[src/rtl/dbsc_pkg.sv]
package dbsc_pkg;

	localparam int ADDR_W = 8;
	localparam int DATA_W = 32;
	localparam int STRB_W = DATA_W / 8;
	localparam int IDX_LSB = 2;
	localparam int IDX_W = ADDR_W - IDX_LSB;

	// Register indexes; byte address is four times the index
	localparam logic [IDX_W-1:0] IDX_CFG = 6'h02;
	localparam logic [IDX_W-1:0] IDX_IRQB_CLR = 6'h04;
	localparam logic [IDX_W-1:0] IDX_TC_CLR = 6'h06;
	localparam logic [IDX_W-1:0] IDX_STATUS = 6'h0a;
	localparam logic [IDX_W-1:0] IDX_CTRL = 6'h10;
	localparam logic [IDX_W-1:0] IDX_EVENT = 6'h12;
	localparam logic [IDX_W-1:0] IDX_MASK = 6'h14;

	localparam logic [1:0] RESP_OKAY = 2'h0;
	localparam logic [1:0] RESP_SLVERR = 2'h2;

	localparam int PAIRS = 5;
	localparam int CAL_DACS = 3;
	localparam int CFG_W = 16;
	localparam int CTRL_W = 6;
	localparam int STATUS_W = 16;
	localparam int FILL_LSB = 7;
	localparam int FIFO_LSB = 4;
	localparam logic [STATUS_W-FILL_LSB-1:0] STATUS_FILL = 9'h1ff;

	localparam int EDGE_W = 5;
	localparam int EDGE_CNT_A = 0;
	localparam int EDGE_CNT_B = 1;
	localparam int EDGE_EXT = 2;
	localparam int EDGE_TC = 3;
	localparam int EDGE_HALF = 4;

	localparam int EVT_W = 3;
	localparam int EVT_TC = 0;
	localparam int EVT_ONE = 1;
	localparam int EVT_TWO = 2;

	localparam logic [1:0] LOAD_NONE = 2'h0;
	localparam logic [1:0] LOAD_DAC0 = 2'h1;
	localparam logic [1:0] LOAD_DAC1 = 2'h2;
	localparam logic [1:0] LOAD_DAC2 = 2'h3;
	localparam logic [CAL_DACS-1:0] STROBE_NONE = 3'h0;
	localparam logic [CAL_DACS-1:0] STROBE_DAC0 = 3'h1;
	localparam logic [CAL_DACS-1:0] STROBE_DAC1 = 3'h2;
	localparam logic [CAL_DACS-1:0] STROBE_DAC2 = 3'h4;

	typedef struct packed {
		logic [1:0] cal_dac_load_sel;
		logic fifo_replay_enable;
		logic [PAIRS-1:0] pair_format_select_n;
		logic [PAIRS-1:0] pair_double_buffer_en;
		logic eeprom_chip_enable;
		logic serial_clk;
		logic serial_shift_data;
	} dbsc_cfg_s;

	typedef struct packed {
		logic ext_update_irq_b_enable;
		logic counter_b_irq_enable;
		logic ext_update_irq_a_enable;
		logic counter_a_irq_enable;
		logic dma_transfer_enable;
		logic register_group_select;
	} dbsc_ctrl_s;

	typedef struct packed {
		logic fifo_half_full_n;
		logic fifo_empty_n;
		logic fifo_full_n;
	} dbsc_fifo_s;

	typedef struct packed {
		logic [STATUS_W-FILL_LSB-1:0] fill;
		dbsc_fifo_s fifo;
		logic irq_two_status;
		logic irq_one_status;
		logic transfer_done_irq_status;
		logic eeprom_serial_out;
	} dbsc_status_s;

	typedef struct packed {
		logic cal_sclk;
		logic eeprom_sclk;
		logic eeprom_chip_enable;
		logic serial_shift_data;
		logic [CAL_DACS-1:0] cal_load;
		logic fifo_replay_enable;
		logic [PAIRS-1:0] pair_format_select_n;
		logic [PAIRS-1:0] pair_double_buffer_en;
	} dbsc_ser_s;

	typedef struct packed {
		logic primed;
		logic [EDGE_W-1:0] prev;
	} dbsc_edge_s;

	typedef struct packed {
		logic awready;
		logic wready;
		logic arready;
		logic bvalid;
		logic [1:0] bresp;
		logic rvalid;
		logic [1:0] rresp;
		logic [DATA_W-1:0] rdata;
		logic have_aw;
		logic have_w;
		logic [ADDR_W-1:0] awaddr;
		logic [DATA_W-1:0] wdata;
		logic [STRB_W-1:0] wstrb;
		dbsc_cfg_s cfg;
		dbsc_ctrl_s ctrl;
		logic irq_two;
		logic irq_one;
		logic tc;
		logic [EVT_W-1:0] evt;
		logic [EVT_W-1:0] mask;
		logic irq;
	} dbsc_top_s;

	localparam dbsc_top_s TOP_RESET = '0;
	localparam dbsc_ser_s SER_RESET = '0;
	localparam dbsc_edge_s EDGE_RESET = '0;

endpackage

[src/rtl/dbsc_edge.sv]
`timescale 1ns/100ps
`default_nettype none
module dbsc_edge import dbsc_pkg::*; (
	input wire logic aclk,
	input wire logic aresetn,
	input wire logic [EDGE_W-1:0] sig_in,
	output logic [EDGE_W-1:0] rise,
	output logic [EDGE_W-1:0] fall
);
	dbsc_edge_s st;
	dbsc_edge_s next_st;

	// First cycle after reset only captures, so levels present at release are no edges
	always_comb begin
		next_st = st;
		next_st.primed = 1'b1;
		next_st.prev = sig_in;
		rise = st.primed ? (sig_in & ~st.prev) : '0;
		fall = st.primed ? (~sig_in & st.prev) : '0;
	end

	always_ff @(posedge aclk) begin
		if (!aresetn) begin
			st <= EDGE_RESET;
		end else begin
			st <= next_st;
		end
	end
endmodule
`default_nettype wire

[src/rtl/dbsc_regs.sv]
// Functional notes
// - Status read returns ones in bits 15 to 7.
// - Status bit 6 shows the FIFO half-full flag, low at 512 or more.
// - Status bit 5 shows the FIFO empty flag, low when empty.
// - Status bit 4 shows the FIFO full flag, low when full.
// - Interrupt two set by counter B or update rise if enabled; clear write.
// - Interrupt one set by counter A or update rise if enabled; clear write.
// - Transfer-done set by DMA terminal count, or half-full when DMA off.
// - Status bit 0 shows the EEPROM serial output bit.
// - Load select pattern strobes calibration DAC 0, 1 or 2; 00 none.
// - Bit 13 enables FIFO replay of up to 1024 words.
// - Bits 12-8 pick per-pair data format: clear two's complement, set binary.
// - Bits 7-3 pick per-pair double buffering on the update source.
// - Bit 2 enables the calibration EEPROM.
// - Rising serial clock shifts into DACs, and EEPROM when enabled.
// - Bit 0 drives the shared serial data line.
// - Config register is write-only, written only with group select clear.
`timescale 1ns/100ps
`default_nettype none
module dbsc_regs import dbsc_pkg::*; (
	input wire logic aclk,
	input wire logic aresetn,
	input wire logic [ADDR_W-1:0] s_axi_awaddr,
	input wire logic s_axi_awvalid,
	output logic s_axi_awready,
	input wire logic [DATA_W-1:0] s_axi_wdata,
	input wire logic [STRB_W-1:0] s_axi_wstrb,
	input wire logic s_axi_wvalid,
	output logic s_axi_wready,
	output logic [1:0] s_axi_bresp,
	output logic s_axi_bvalid,
	input wire logic s_axi_bready,
	input wire logic [ADDR_W-1:0] s_axi_araddr,
	input wire logic s_axi_arvalid,
	output logic s_axi_arready,
	output logic [DATA_W-1:0] s_axi_rdata,
	output logic [1:0] s_axi_rresp,
	output logic s_axi_rvalid,
	input wire logic s_axi_rready,
	input wire dbsc_fifo_s fifo_flags,
	input wire logic counter_a_out,
	input wire logic counter_b_out,
	input wire logic ext_update_pulse_n,
	input wire logic dma_tc,
	input wire logic eeprom_serial_out,
	output dbsc_ser_s serial_out,
	output logic irq
);
	dbsc_top_s st;
	dbsc_top_s next_st;
	logic [EDGE_W-1:0] edge_in;
	logic [EDGE_W-1:0] rise;
	logic [EDGE_W-1:0] fall;
	logic [EVT_W-1:0] set_vec;
	logic [IDX_W-1:0] wr_idx;
	logic [IDX_W-1:0] rd_idx;
	logic wr_do;
	logic clr_one;
	logic clr_two;
	logic clr_tc;
	logic rd_evt;
	logic [CFG_W-1:0] tmp_ctrl;
	logic [CFG_W-1:0] tmp_mask;
	dbsc_status_s status;
	dbsc_cfg_s wcfg;

	// Merge the low two byte lanes of a write into a 16-bit register
	function automatic logic [CFG_W-1:0] merge16(input logic [CFG_W-1:0] old,
			input logic [DATA_W-1:0] data, input logic [STRB_W-1:0] strb);
		logic [CFG_W-1:0] res;
		res = old;
		for (int b = 0; b < CFG_W / 8; b++) begin
			if (strb[b]) begin
				res[b*8 +: 8] = data[b*8 +: 8];
			end
		end
		return res;
	endfunction

	assign edge_in[EDGE_CNT_A] = counter_a_out;
	assign edge_in[EDGE_CNT_B] = counter_b_out;
	assign edge_in[EDGE_EXT] = ext_update_pulse_n;
	assign edge_in[EDGE_TC] = dma_tc;
	assign edge_in[EDGE_HALF] = fifo_flags.fifo_half_full_n;

	dbsc_edge dbsc_edge_inst (
		.aclk(aclk),
		.aresetn(aresetn),
		.sig_in(edge_in),
		.rise(rise),
		.fall(fall)
	);

	dbsc_serial dbsc_serial_inst (
		.aclk(aclk),
		.aresetn(aresetn),
		.cfg(st.cfg),
		.ser(serial_out)
	);

	always_comb begin
		status.fill = STATUS_FILL;
		status.fifo = fifo_flags;
		status.irq_two_status = st.irq_two;
		status.irq_one_status = st.irq_one;
		status.transfer_done_irq_status = st.tc;
		status.eeprom_serial_out = eeprom_serial_out;
	end

	assign wcfg = st.wdata[CFG_W-1:0];

	always_comb begin
		next_st = st;
		wr_idx = st.awaddr[ADDR_W-1:IDX_LSB];
		rd_idx = s_axi_araddr[ADDR_W-1:IDX_LSB];
		wr_do = st.have_aw && st.have_w && !st.bvalid;
		clr_one = 1'b0;
		clr_two = 1'b0;
		clr_tc = 1'b0;
		rd_evt = 1'b0;
		tmp_ctrl = merge16({{(CFG_W-CTRL_W){1'b0}}, st.ctrl}, st.wdata, st.wstrb);
		tmp_mask = merge16({{(CFG_W-EVT_W){1'b0}}, st.mask}, st.wdata, st.wstrb);

		if (s_axi_bready && st.bvalid) begin
			next_st.bvalid = 1'b0;
		end
		if (s_axi_rready && st.rvalid) begin
			next_st.rvalid = 1'b0;
		end
		if (s_axi_awvalid && st.awready) begin
			next_st.have_aw = 1'b1;
			next_st.awaddr = s_axi_awaddr;
		end
		if (s_axi_wvalid && st.wready) begin
			next_st.have_w = 1'b1;
			next_st.wdata = s_axi_wdata;
			next_st.wstrb = s_axi_wstrb;
		end

		// Address and data are both held; perform the write and answer
		if (wr_do) begin
			next_st.have_aw = 1'b0;
			next_st.have_w = 1'b0;
			next_st.bvalid = 1'b1;
			next_st.bresp = RESP_OKAY;
			unique case (wr_idx)
				IDX_CFG: begin
					if (st.ctrl.register_group_select) begin
						clr_one = 1'b1;
					end else begin
						next_st.cfg = merge16(st.cfg, st.wdata, st.wstrb);
					end
				end
				IDX_IRQB_CLR: begin
					clr_two = st.ctrl.register_group_select;
				end
				IDX_TC_CLR: begin
					clr_tc = st.ctrl.register_group_select;
				end
				IDX_CTRL: begin
					next_st.ctrl = tmp_ctrl[CTRL_W-1:0];
				end
				IDX_MASK: begin
					next_st.mask = tmp_mask[EVT_W-1:0];
				end
				default: begin
					next_st.bresp = RESP_SLVERR;
				end
			endcase
		end

		if (s_axi_arvalid && st.arready) begin
			next_st.rvalid = 1'b1;
			next_st.rresp = RESP_OKAY;
			next_st.rdata = '0;
			unique case (rd_idx)
				IDX_STATUS: begin
					next_st.rdata[STATUS_W-1:0] = status;
				end
				IDX_CTRL: begin
					next_st.rdata[CTRL_W-1:0] = st.ctrl;
				end
				IDX_EVENT: begin
					next_st.rdata[EVT_W-1:0] = st.evt;
					rd_evt = 1'b1;
				end
				IDX_MASK: begin
					next_st.rdata[EVT_W-1:0] = st.mask;
				end
				// Write-only locations read as zero
				IDX_CFG, IDX_IRQB_CLR, IDX_TC_CLR: begin
					next_st.rdata = '0;
				end
				default: begin
					next_st.rresp = RESP_SLVERR;
				end
			endcase
		end

		set_vec[EVT_TWO] = (rise[EDGE_CNT_B] & st.ctrl.counter_b_irq_enable) |
			(rise[EDGE_EXT] & st.ctrl.ext_update_irq_b_enable);
		set_vec[EVT_ONE] = (rise[EDGE_CNT_A] & st.ctrl.counter_a_irq_enable) |
			(rise[EDGE_EXT] & st.ctrl.ext_update_irq_a_enable);
		set_vec[EVT_TC] = st.ctrl.dma_transfer_enable ? rise[EDGE_TC] :
			fall[EDGE_HALF];

		// A set in the same cycle as its clear wins
		next_st.irq_two = (st.irq_two & ~clr_two) | set_vec[EVT_TWO];
		next_st.irq_one = (st.irq_one & ~clr_one) | set_vec[EVT_ONE];
		next_st.tc = (st.tc & ~clr_tc) | set_vec[EVT_TC];
		next_st.evt = (st.evt & ~{EVT_W{rd_evt}}) | set_vec;
		next_st.irq = |(next_st.evt & next_st.mask);

		next_st.awready = !next_st.have_aw && !next_st.bvalid;
		next_st.wready = !next_st.have_w && !next_st.bvalid;
		next_st.arready = !next_st.rvalid;
	end

	always_ff @(posedge aclk) begin
		if (!aresetn) begin
			st <= TOP_RESET;
		end else begin
			st <= next_st;
		end
	end

	assign s_axi_awready = st.awready;
	assign s_axi_wready = st.wready;
	assign s_axi_bresp = st.bresp;
	assign s_axi_bvalid = st.bvalid;
	assign s_axi_arready = st.arready;
	assign s_axi_rdata = st.rdata;
	assign s_axi_rresp = st.rresp;
	assign s_axi_rvalid = st.rvalid;
	assign irq = st.irq;

	status_upper_a: assert property (@(posedge aclk) disable iff (!aresetn)
		(s_axi_arvalid && st.arready && rd_idx == IDX_STATUS)
		|=> (st.rvalid && st.rresp == RESP_OKAY &&
			st.rdata[STATUS_W-1:FILL_LSB] == STATUS_FILL))
		else $error("status upper bits not all ones");

	fifo_flags_a: assert property (@(posedge aclk) disable iff (!aresetn)
		(s_axi_arvalid && st.arready && rd_idx == IDX_STATUS)
		|=> (st.rdata[FILL_LSB-1:FIFO_LSB] == $past(fifo_flags)))
		else $error("status fifo flags do not follow the fifo");

	prom_bit_a: assert property (@(posedge aclk) disable iff (!aresetn)
		(s_axi_arvalid && st.arready && rd_idx == IDX_STATUS)
		|=> (st.rdata[0] == $past(eeprom_serial_out) &&
			st.rdata[EVT_TWO+1:1] == $past({st.irq_two, st.irq_one, st.tc})))
		else $error("status eeprom or interrupt bits wrong");

	irq_two_set_a: assert property (@(posedge aclk) disable iff (!aresetn)
		($past(aresetn) && counter_b_out && !$past(counter_b_out) &&
			st.ctrl.counter_b_irq_enable)
		|=> st.irq_two)
		else $error("interrupt two not set by counter b rise");

	irq_one_clear_a: assert property (@(posedge aclk) disable iff (!aresetn)
		(wr_do && wr_idx == IDX_CFG && st.ctrl.register_group_select &&
			!set_vec[EVT_ONE])
		|=> !st.irq_one)
		else $error("interrupt one not cleared by its clear write");

	half_full_tc_a: assert property (@(posedge aclk) disable iff (!aresetn)
		($past(aresetn) && !st.ctrl.dma_transfer_enable &&
			$fell(fifo_flags.fifo_half_full_n))
		|=> st.tc)
		else $error("transfer done not set by half full");

	cal_load_a: assert property (@(posedge aclk) disable iff (!aresetn)
		(st.cfg.cal_dac_load_sel == LOAD_DAC1)
		|=> (serial_out.cal_load == STROBE_DAC1))
		else $error("calibration dac one load strobe missing");

	eeprom_gate_a: assert property (@(posedge aclk) disable iff (!aresetn)
		(st.cfg.serial_clk && !st.cfg.eeprom_chip_enable)
		|=> (!serial_out.eeprom_sclk && serial_out.cal_sclk &&
			!serial_out.eeprom_chip_enable))
		else $error("eeprom clock not gated by chip enable");

	pair_fields_a: assert property (@(posedge aclk) disable iff (!aresetn)
		(wr_do && wr_idx == IDX_CFG && !st.ctrl.register_group_select &&
			&st.wstrb[1:0])
		|=> ##1 (serial_out.pair_format_select_n == $past(wcfg.pair_format_select_n, 2) &&
			serial_out.pair_double_buffer_en == $past(wcfg.pair_double_buffer_en, 2) &&
			serial_out.fifo_replay_enable == $past(wcfg.fifo_replay_enable, 2) &&
			serial_out.serial_shift_data == $past(wcfg.serial_shift_data, 2)))
		else $error("config fields not driven out");

	group_block_a: assert property (@(posedge aclk) disable iff (!aresetn)
		(wr_do && wr_idx == IDX_CFG && st.ctrl.register_group_select)
		|=> $stable(st.cfg))
		else $error("config written while group select set");

	reset_clear_a: assert property (@(posedge aclk)
		!aresetn |=> (st.cfg == '0 && !st.irq_one && !st.irq_two && !st.tc &&
			!st.irq))
		else $error("reset did not clear flags and config");

	irq_one_set_a: assert property (@(posedge aclk) disable iff (!aresetn)
		($past(aresetn) && counter_a_out && !$past(counter_a_out) &&
			st.ctrl.counter_a_irq_enable)
		|=> st.irq_one)
		else $error("interrupt one not set by counter a rise");

	ext_update_set_a: assert property (@(posedge aclk) disable iff (!aresetn)
		($past(aresetn) && $rose(ext_update_pulse_n) &&
			st.ctrl.ext_update_irq_a_enable && st.ctrl.ext_update_irq_b_enable)
		|=> (st.irq_one && st.irq_two))
		else $error("update pulse end did not set both interrupts");

	dma_tc_set_a: assert property (@(posedge aclk) disable iff (!aresetn)
		($past(aresetn) && st.ctrl.dma_transfer_enable && $rose(dma_tc))
		|=> st.tc)
		else $error("transfer done not set by terminal count");

	irq_two_clear_a: assert property (@(posedge aclk) disable iff (!aresetn)
		(wr_do && wr_idx == IDX_IRQB_CLR && st.ctrl.register_group_select &&
			!set_vec[EVT_TWO])
		|=> !st.irq_two)
		else $error("interrupt two not cleared by its clear write");

	tc_clear_a: assert property (@(posedge aclk) disable iff (!aresetn)
		(wr_do && wr_idx == IDX_TC_CLR && st.ctrl.register_group_select &&
			!set_vec[EVT_TC])
		|=> !st.tc)
		else $error("transfer done not cleared by its clear write");

	event_clear_a: assert property (@(posedge aclk) disable iff (!aresetn)
		(s_axi_arvalid && st.arready && rd_idx == IDX_EVENT && set_vec == '0)
		|=> (st.evt == '0 && !st.irq))
		else $error("event read did not clear events and interrupt");

	cal_idle_a: assert property (@(posedge aclk) disable iff (!aresetn)
		(st.cfg.cal_dac_load_sel == LOAD_NONE)
		|=> (serial_out.cal_load == STROBE_NONE))
		else $error("calibration dac strobe without a load pattern");

endmodule
`default_nettype wire

[src/rtl/dbsc_serial.sv]
`timescale 1ns/100ps
`default_nettype none
module dbsc_serial import dbsc_pkg::*; (
	input wire logic aclk,
	input wire logic aresetn,
	input wire dbsc_cfg_s cfg,
	output dbsc_ser_s ser
);
	dbsc_ser_s st;
	dbsc_ser_s next_st;

	always_comb begin
		next_st = st;
		next_st.cal_sclk = cfg.serial_clk;
		next_st.eeprom_sclk = cfg.serial_clk & cfg.eeprom_chip_enable;
		next_st.eeprom_chip_enable = cfg.eeprom_chip_enable;
		next_st.serial_shift_data = cfg.serial_shift_data;
		next_st.fifo_replay_enable = cfg.fifo_replay_enable;
		next_st.pair_format_select_n = cfg.pair_format_select_n;
		next_st.pair_double_buffer_en = cfg.pair_double_buffer_en;
		unique case (cfg.cal_dac_load_sel)
			LOAD_NONE: next_st.cal_load = STROBE_NONE;
			LOAD_DAC0: next_st.cal_load = STROBE_DAC0;
			LOAD_DAC1: next_st.cal_load = STROBE_DAC1;
			LOAD_DAC2: next_st.cal_load = STROBE_DAC2;
		endcase
	end

	always_ff @(posedge aclk) begin
		if (!aresetn) begin
			st <= SER_RESET;
		end else begin
			st <= next_st;
		end
	end

	assign ser = st;
endmodule
`default_nettype wire

[config.mk]
export PLATFORM = sky130hd
export DESIGN_NAME = dbsc_regs
export DESIGN_NICKNAME = d
export VERILOG_FILES = /design/src/rtl/dbsc_pkg.sv /design/src/rtl/dbsc_edge.sv /design/src/rtl/dbsc_regs.sv /design/src/rtl/dbsc_serial.sv
export SDC_FILE = /design/constraint.sdc
export NUM_CORES = 1
export LEC_CHECK = 0
export ABC_CLOCK_PERIOD_IN_PS = 3300
export BUFFER_PORTS_ARGS = -buffer_cell sky130_fd_sc_hd__buf_2
export CAP_MARGIN = 25
export CELL_PAD_IN_SITES_DETAIL_PLACEMENT = 0
export CELL_PAD_IN_SITES_GLOBAL_PLACEMENT = 1
export CORE_MARGIN = 3
export CORE_UTILIZATION = 40
export CTS_BUF_LIST = sky130_fd_sc_hd__clkbuf_8 sky130_fd_sc_hd__clkbuf_16
export DETAILED_ROUTE_END_ITERATION = 12
export GPL_TIMING_DRIVEN = 0
export PLACE_DENSITY = 0.94
export SKIP_LAST_GASP = 1
export SLEW_MARGIN = 20
export SYNTH_ARGS = -nofsm -noshare
export SYNTH_HDL_FRONTEND = slang
export SYNTH_SLANG_ARGS = --single-unit
[constraint.sdc]
create_clock -name aclk -period 3.3 [get_ports aclk]
set_input_delay 0.33 -clock aclk [delete_from_list [all_inputs] [get_ports aclk]]
set_output_delay 0.33 -clock aclk [all_outputs]
set_load 0.005 [all_outputs]
Word-level counts from Yosys, hierarchy flattened
Index checks and enable logic that the tools add are counted.
W data, S select, Z words.
{"block": "op_classes", "n_eq_ne": 15, "muxes": 29, "n_bitwise": 25, "n_reduce_logical": 21}
{"operator": "$mux W35", "n": 1}
{"operator": "$eq A6 B5 Y1 const B", "n": 5}
{"operator": "$eq A6 B3 Y1 const B", "n": 4}
{"operator": "$pmux W3 S4", "n": 2}
{"operator": "$mux W1", "n": 14}
{"operator": "$eq A6 B2 Y1 const B", "n": 2}
{"operator": "$mux W3", "n": 4}
{"operator": "$mux W10", "n": 1}
{"operator": "$logic_and A1 B1 Y1", "n": 9}
{"operator": "$and A1 B1 Y1", "n": 8}
{"operator": "$reduce_and A4 Y1", "n": 2}
{"operator": "$reduce_or A7 Y1", "n": 1}
{"operator": "$and A3 B3 Y3", "n": 2}
{"operator": "$eq A6 B4 Y1 const B", "n": 1}
{"operator": "$mux W2", "n": 3}
{"operator": "$mux W6", "n": 1}
{"operator": "$pmux W3 S2", "n": 1}
{"operator": "$and A5 B5 Y5", "n": 1}
{"operator": "$logic_not A1 Y1", "n": 5}
{"operator": "$mux W5", "n": 1}
{"operator": "$not A5 Y5", "n": 1}
{"operator": "$or A1 B1 Y1", "n": 5}
{"operator": "$reduce_or A5 Y1", "n": 1}
{"operator": "$and A4 B4 Y4", "n": 1}
{"operator": "10 further kinds", "n": 14}
{"block": "word_totals", "register_bits": 109, "input_bits": 67, "output_inout_bits": 60, "elab_cells": 132}

Longest topological paths before layout
{"block": "logic_depth", "word_depth": 8, "mapped_depth": 6, "depth_no_buf": 4}

Hierarchy
A second synthesis with hierarchy kept.
{"block": "unflattened", "cells_unflattened": 442, "area_unflattened_um2": 4008.8}
{"mod": "dbsc_regs", "instances": 1, "cells_each": 384, "area_per_inst_um2": 3263.1, "seq_area_each_um2": 1461.4}
{"mod": "dbsc_serial", "instances": 1, "cells_each": 37, "area_per_inst_um2": 506.7, "seq_area_each_um2": 360.3}
{"mod": "dbsc_edge", "instances": 1, "cells_each": 21, "area_per_inst_um2": 239.0, "seq_area_each_um2": 120.1}

Least setup slack after synthesis
Ideal clock, no wire load.
{"block": "synth_timing", "kind": "input to register", "from": "input port s_axi_araddr[4]", "to": "register st (netlist bit irq)", "setup_ns": 0.136, "arrival_ns": 1.200, "t_required_ns": 3.164, "setup_slack_ns": 1.964, "stages": 5, "n_path_buf": 1, "path_cell_list": "buf_6 -> nor3b_4 -> and3_1 -> a2bb2oi_2 -> o221ai_1"}
{"block": "synth_via", "elab_chain_len": 8}
{"item": "start: declaration", "line": "dbsc_regs.sv:33", "source": "input wire logic [ADDR_W-1:0] s_axi_araddr,"}
{"item": "$eq A6 B5 Y1", "line": "dbsc_regs.sv:176", "source": "unique case (rd_idx)"}
{"item": "$mux W1", "line": "dbsc_regs.sv:176"}
{"item": "$mux W1", "line": "dbsc_regs.sv:172", "source": "if (s_axi_arvalid && st.arready) begin"}
{"item": "$not A3 Y3", "line": "dbsc_regs.sv:211", "source": "next_st.evt = (st.evt & ~{EVT_W{rd_evt}}) | set_vec;"}
{"item": "$and A3 B3 Y3", "line": "dbsc_regs.sv:211"}
{"item": "$or A3 B3 Y3", "line": "dbsc_regs.sv:211"}
{"item": "$and A3 B3 Y3", "line": "dbsc_regs.sv:212", "source": "next_st.irq = |(next_st.evt & next_st.mask);"}
{"item": "$reduce_or A3 Y1", "line": "dbsc_regs.sv:212"}
{"item": "end signal: assignment", "line": "dbsc_regs.sv:223", "source": "st <= next_st;"}
{"item": "end: declaration", "line": "dbsc_regs.sv:49", "source": "dbsc_top_s st;"}
No other way between the ends.
A chain may end at the register's enable or synchronous reset.

Final worst setup path
{"block": "layout_timing", "from": "register st[73] in the netlist's numbering", "to": "register st (netlist bit irq)"}
{"block": "layout_via", "elab_chain_len": 5}
{"item": "$eq A6 B5 Y1", "line": "dbsc_regs.sv:146", "source": "unique case (wr_idx)"}
{"item": "$mux W3", "line": "dbsc_regs.sv:146"}
{"item": "$mux W3", "line": "dbsc_regs.sv:141", "source": "if (wr_do) begin"}
{"item": "$and A3 B3 Y3", "line": "dbsc_regs.sv:212"}
{"item": "$reduce_or A3 Y1", "line": "dbsc_regs.sv:212"}
No other way between the ends.

==> results.ini <==
[cells_and_area]
post-route-util_pct=50.7
fill_cells=917
n_antenna_cell=0
finalNetCount=601
final_common_cell=dfxtp_1
fin_cells=668
mostFrequentLayoutCells=97 x dfxtp_1, 86 x buf_2, 57 x nand2_1
drive_gt1_share_pct=28.6
area_delta_synth_final_pct=21.7

[critical_path]
cp_slowest_cell=nor3_2
critPathCaptureType=flop
r2r_start=st[73]
path_max_fanout=5
worst_r2r_endpoint=irq
worstPathRequired_ns=3.53
worstPathCellList=nor3_2 > nand4_1 > mux2i_1 > o221ai_1
crit_type=reg -> reg
startpoint_type=flop
reg2reg_slack_ns=1.74
cpPeakStageDelay_ns=0.37
critPathArrivalTime_ns=1.79
reg2regPathDepth=4

[floorplanning]
dieArea_mm2=0.0110
ios=127
dieWidth_um=105
die_h_um=105
core_mm2=0.00937
initial_utilization_pct=41.7
rows=35

[yosys]
synthDistinctLibCells=43
synth_top_cell_by_area=dfxtp_1
synthTopCellsByArea=dfxtp_1 50%, buf_4 7.1%, mux2i_1 6.2%, nand2_1 5.5%, a21oi_1 4.4%
synth_cells=423
synth_top_area_share_pct=49.7
ys_seq_area_share_pct=49.7
syn_area_per_cell_um2=9.23
synthesis.area_mm2=0.00390
yosys_warnings=0
ys_seq_elements=97

[grt]
grt_pass1_wl_um=14500
grt_max_degree=21
overflow=0
grt_antenna_before_repair=0
grt_pass1_vias=2960
track_usage_pct=16.4

[min_path]
min-delay-start=aresetn
hold_depth=1
min_to=dbsc_edge_inst.st[5]
hp-class=in -> reg

[route]
final_antenna_net_count=0
via_per_inst=4.70
wl_per_cell_um=13.3
drc_errors=0
drtIter0Drc=153
drtPass1Iterations=4
vias=3139
wl_um=8850

[timing]
slew_headroom_pct=61.6
grt_setup_unrepaired=false
fmaxAchievable_ghz=0.641
period_needed_ns=1.56
tns_ns=0
finalCritPeriodShare_pct=47.3
drv_slew=0
hold_viol=0
clock_skew_ns=0.0174
tightest_slew_ns=0.577
timing.hold.ws_ns=0.103
setup-violations-final=0

[clock_network]
ctsHoldBuffers=0
clk_latency_ns=0.38
cts_made_buffers=9
cts_resized=0
clk_root_buffer_cell=clkbuf_8
cts_tree=yes
clock_path_buffers=2
htree_levels=3
clk_pin_slew_ns=0.11
clock_sinks=97
post_cts_buffers=0

[power]
p_per_area_mw_per_mm2=458
power.leakage_nw=2.23
peakVddDrop_mv=0.227

[placement]
place_inst=652
place_congestion=0.879
hpwl_um=6710
port_buffers=83

[job]
drv_cap=0

[status]
status=finished clean

## cells in the mapped netlist
cell type	count
a21oi_1	34
a221oi_1	3
a2bb2oi_2	1
a31oi_1	4
a32o_1	5
and2_1	22
and2_4	1
and2b_1	1
and3_1	7
and3b_1	4
and4_1	2
and4b_1	1
and4bb_2	2
buf_1	1
buf_2	3
buf_4	37
buf_6	4
clkbuf_1	11
clkbuf_2	1
clkinv_1	1
conb_1	1
dfxtp_1	97
inv_1	6
mux2i_1	24
nand2_1	57
nand2b_1	3
nand3_1	14
nand3b_1	1
nand4_1	10
nand4_2	1
nand4b_2	1
nor2_1	37
nor2b_1	3
nor3_1	5
nor3_2	2
nor3_4	1
nor3b_1	3
nor3b_4	1
o21a_1	1
o21ai_0	6
o221ai_1	2
o22a_1	1
o41ai_1	1
## kinds of logic after synthesis
kind of cell           after synthesis  share of synthesized area [%]
buffers and inverters               64                           10.6
other                                1                         0.0960
flip-flops                          97                           49.7
AO/OA/AOI/OAI                       58                           9.20
multiplexers                        24                           6.15
AND/OR/NAND/NOR                    179                           24.2
## through the flow
step | setup slack [ns] | total power (W) | cell area, µm²
final | 1.74 | 0.00218 | 4750
after floorplan | 1.96 | 0.00136 | 3970
after detailed placement | 1.65 | 0.00143 | 4550
after global placement | 1.69 | 0.00142 | 4550
after global routing | 1.67 | 0.00227 | 4750
after CTS | 1.78 | 0.00219 | 4750
## routing by layer
metal,vias up,routed length (µm),GRT usage [%]
met5,-,0,0
met4,0,153,7.03
met3,12,461,3.64
met2,93,4120,26.2
met1,1422,4120,21.3
li1,1612,-,-
## registers in the layout (all words and copies together), names as in the netlist
name / cells
dbsc_edge_inst.st: 6
dbsc_serial_inst.ser: 18
irq: 1
s_axi_arready: 1
s_axi_awready: 1
s_axi_bresp: 1
s_axi_bvalid: 1
s_axi_rdata: 8
s_axi_rresp: 1
s_axi_rvalid: 1
s_axi_wready: 1
st: 57
## layout make-up
type,count,area (µm²),share of cell area (%)
clock inverter,7,83.8,1.76
tap,129,161,3.40
buffer,57,388,8.16
multi-input combinational,279,1610,33.9
clock buffer,9,124,2.61
timing repair buffer,83,415,8.74
inverter,7,26.3,0.553
sequential,97,1940,40.9
## critical path: cells and delay by family (launching register included)
| kind | cells | cell delay, ns |
|---|---|---|
| simple gates | 2 | 0.62 |
| flops | 1 | 0.36 |
| mux | 1 | 0.25 |
| compound gates | 1 | 0.20 |
## how the worst max path moves through the flow
stage | start | endpoint | slack [ns] | cells after the start
after detailed placement | aresetn | st[23] | 1.65 | 5
final | st[73] | irq | 1.74 | 4
after global placement | aresetn | irq | 1.69 | 5
after CTS | st[73] | irq | 1.78 | 4
after floorplan | s_axi_araddr[4] | irq | 1.96 | 5
after global routing | st[73] | irq | 1.67 | 4
## power by group
| part | internal (W) | switching, W |
|---|---|---|
| combinational | 0.0000809 | 0.0000978 |
| clock | 0.000305 | 0.000474 |
| sequential | 0.00120 | 0.0000212 |
| total | 0.00158 | 0.000593 |
No activity file was read; power rests on OpenSTA's default activity.
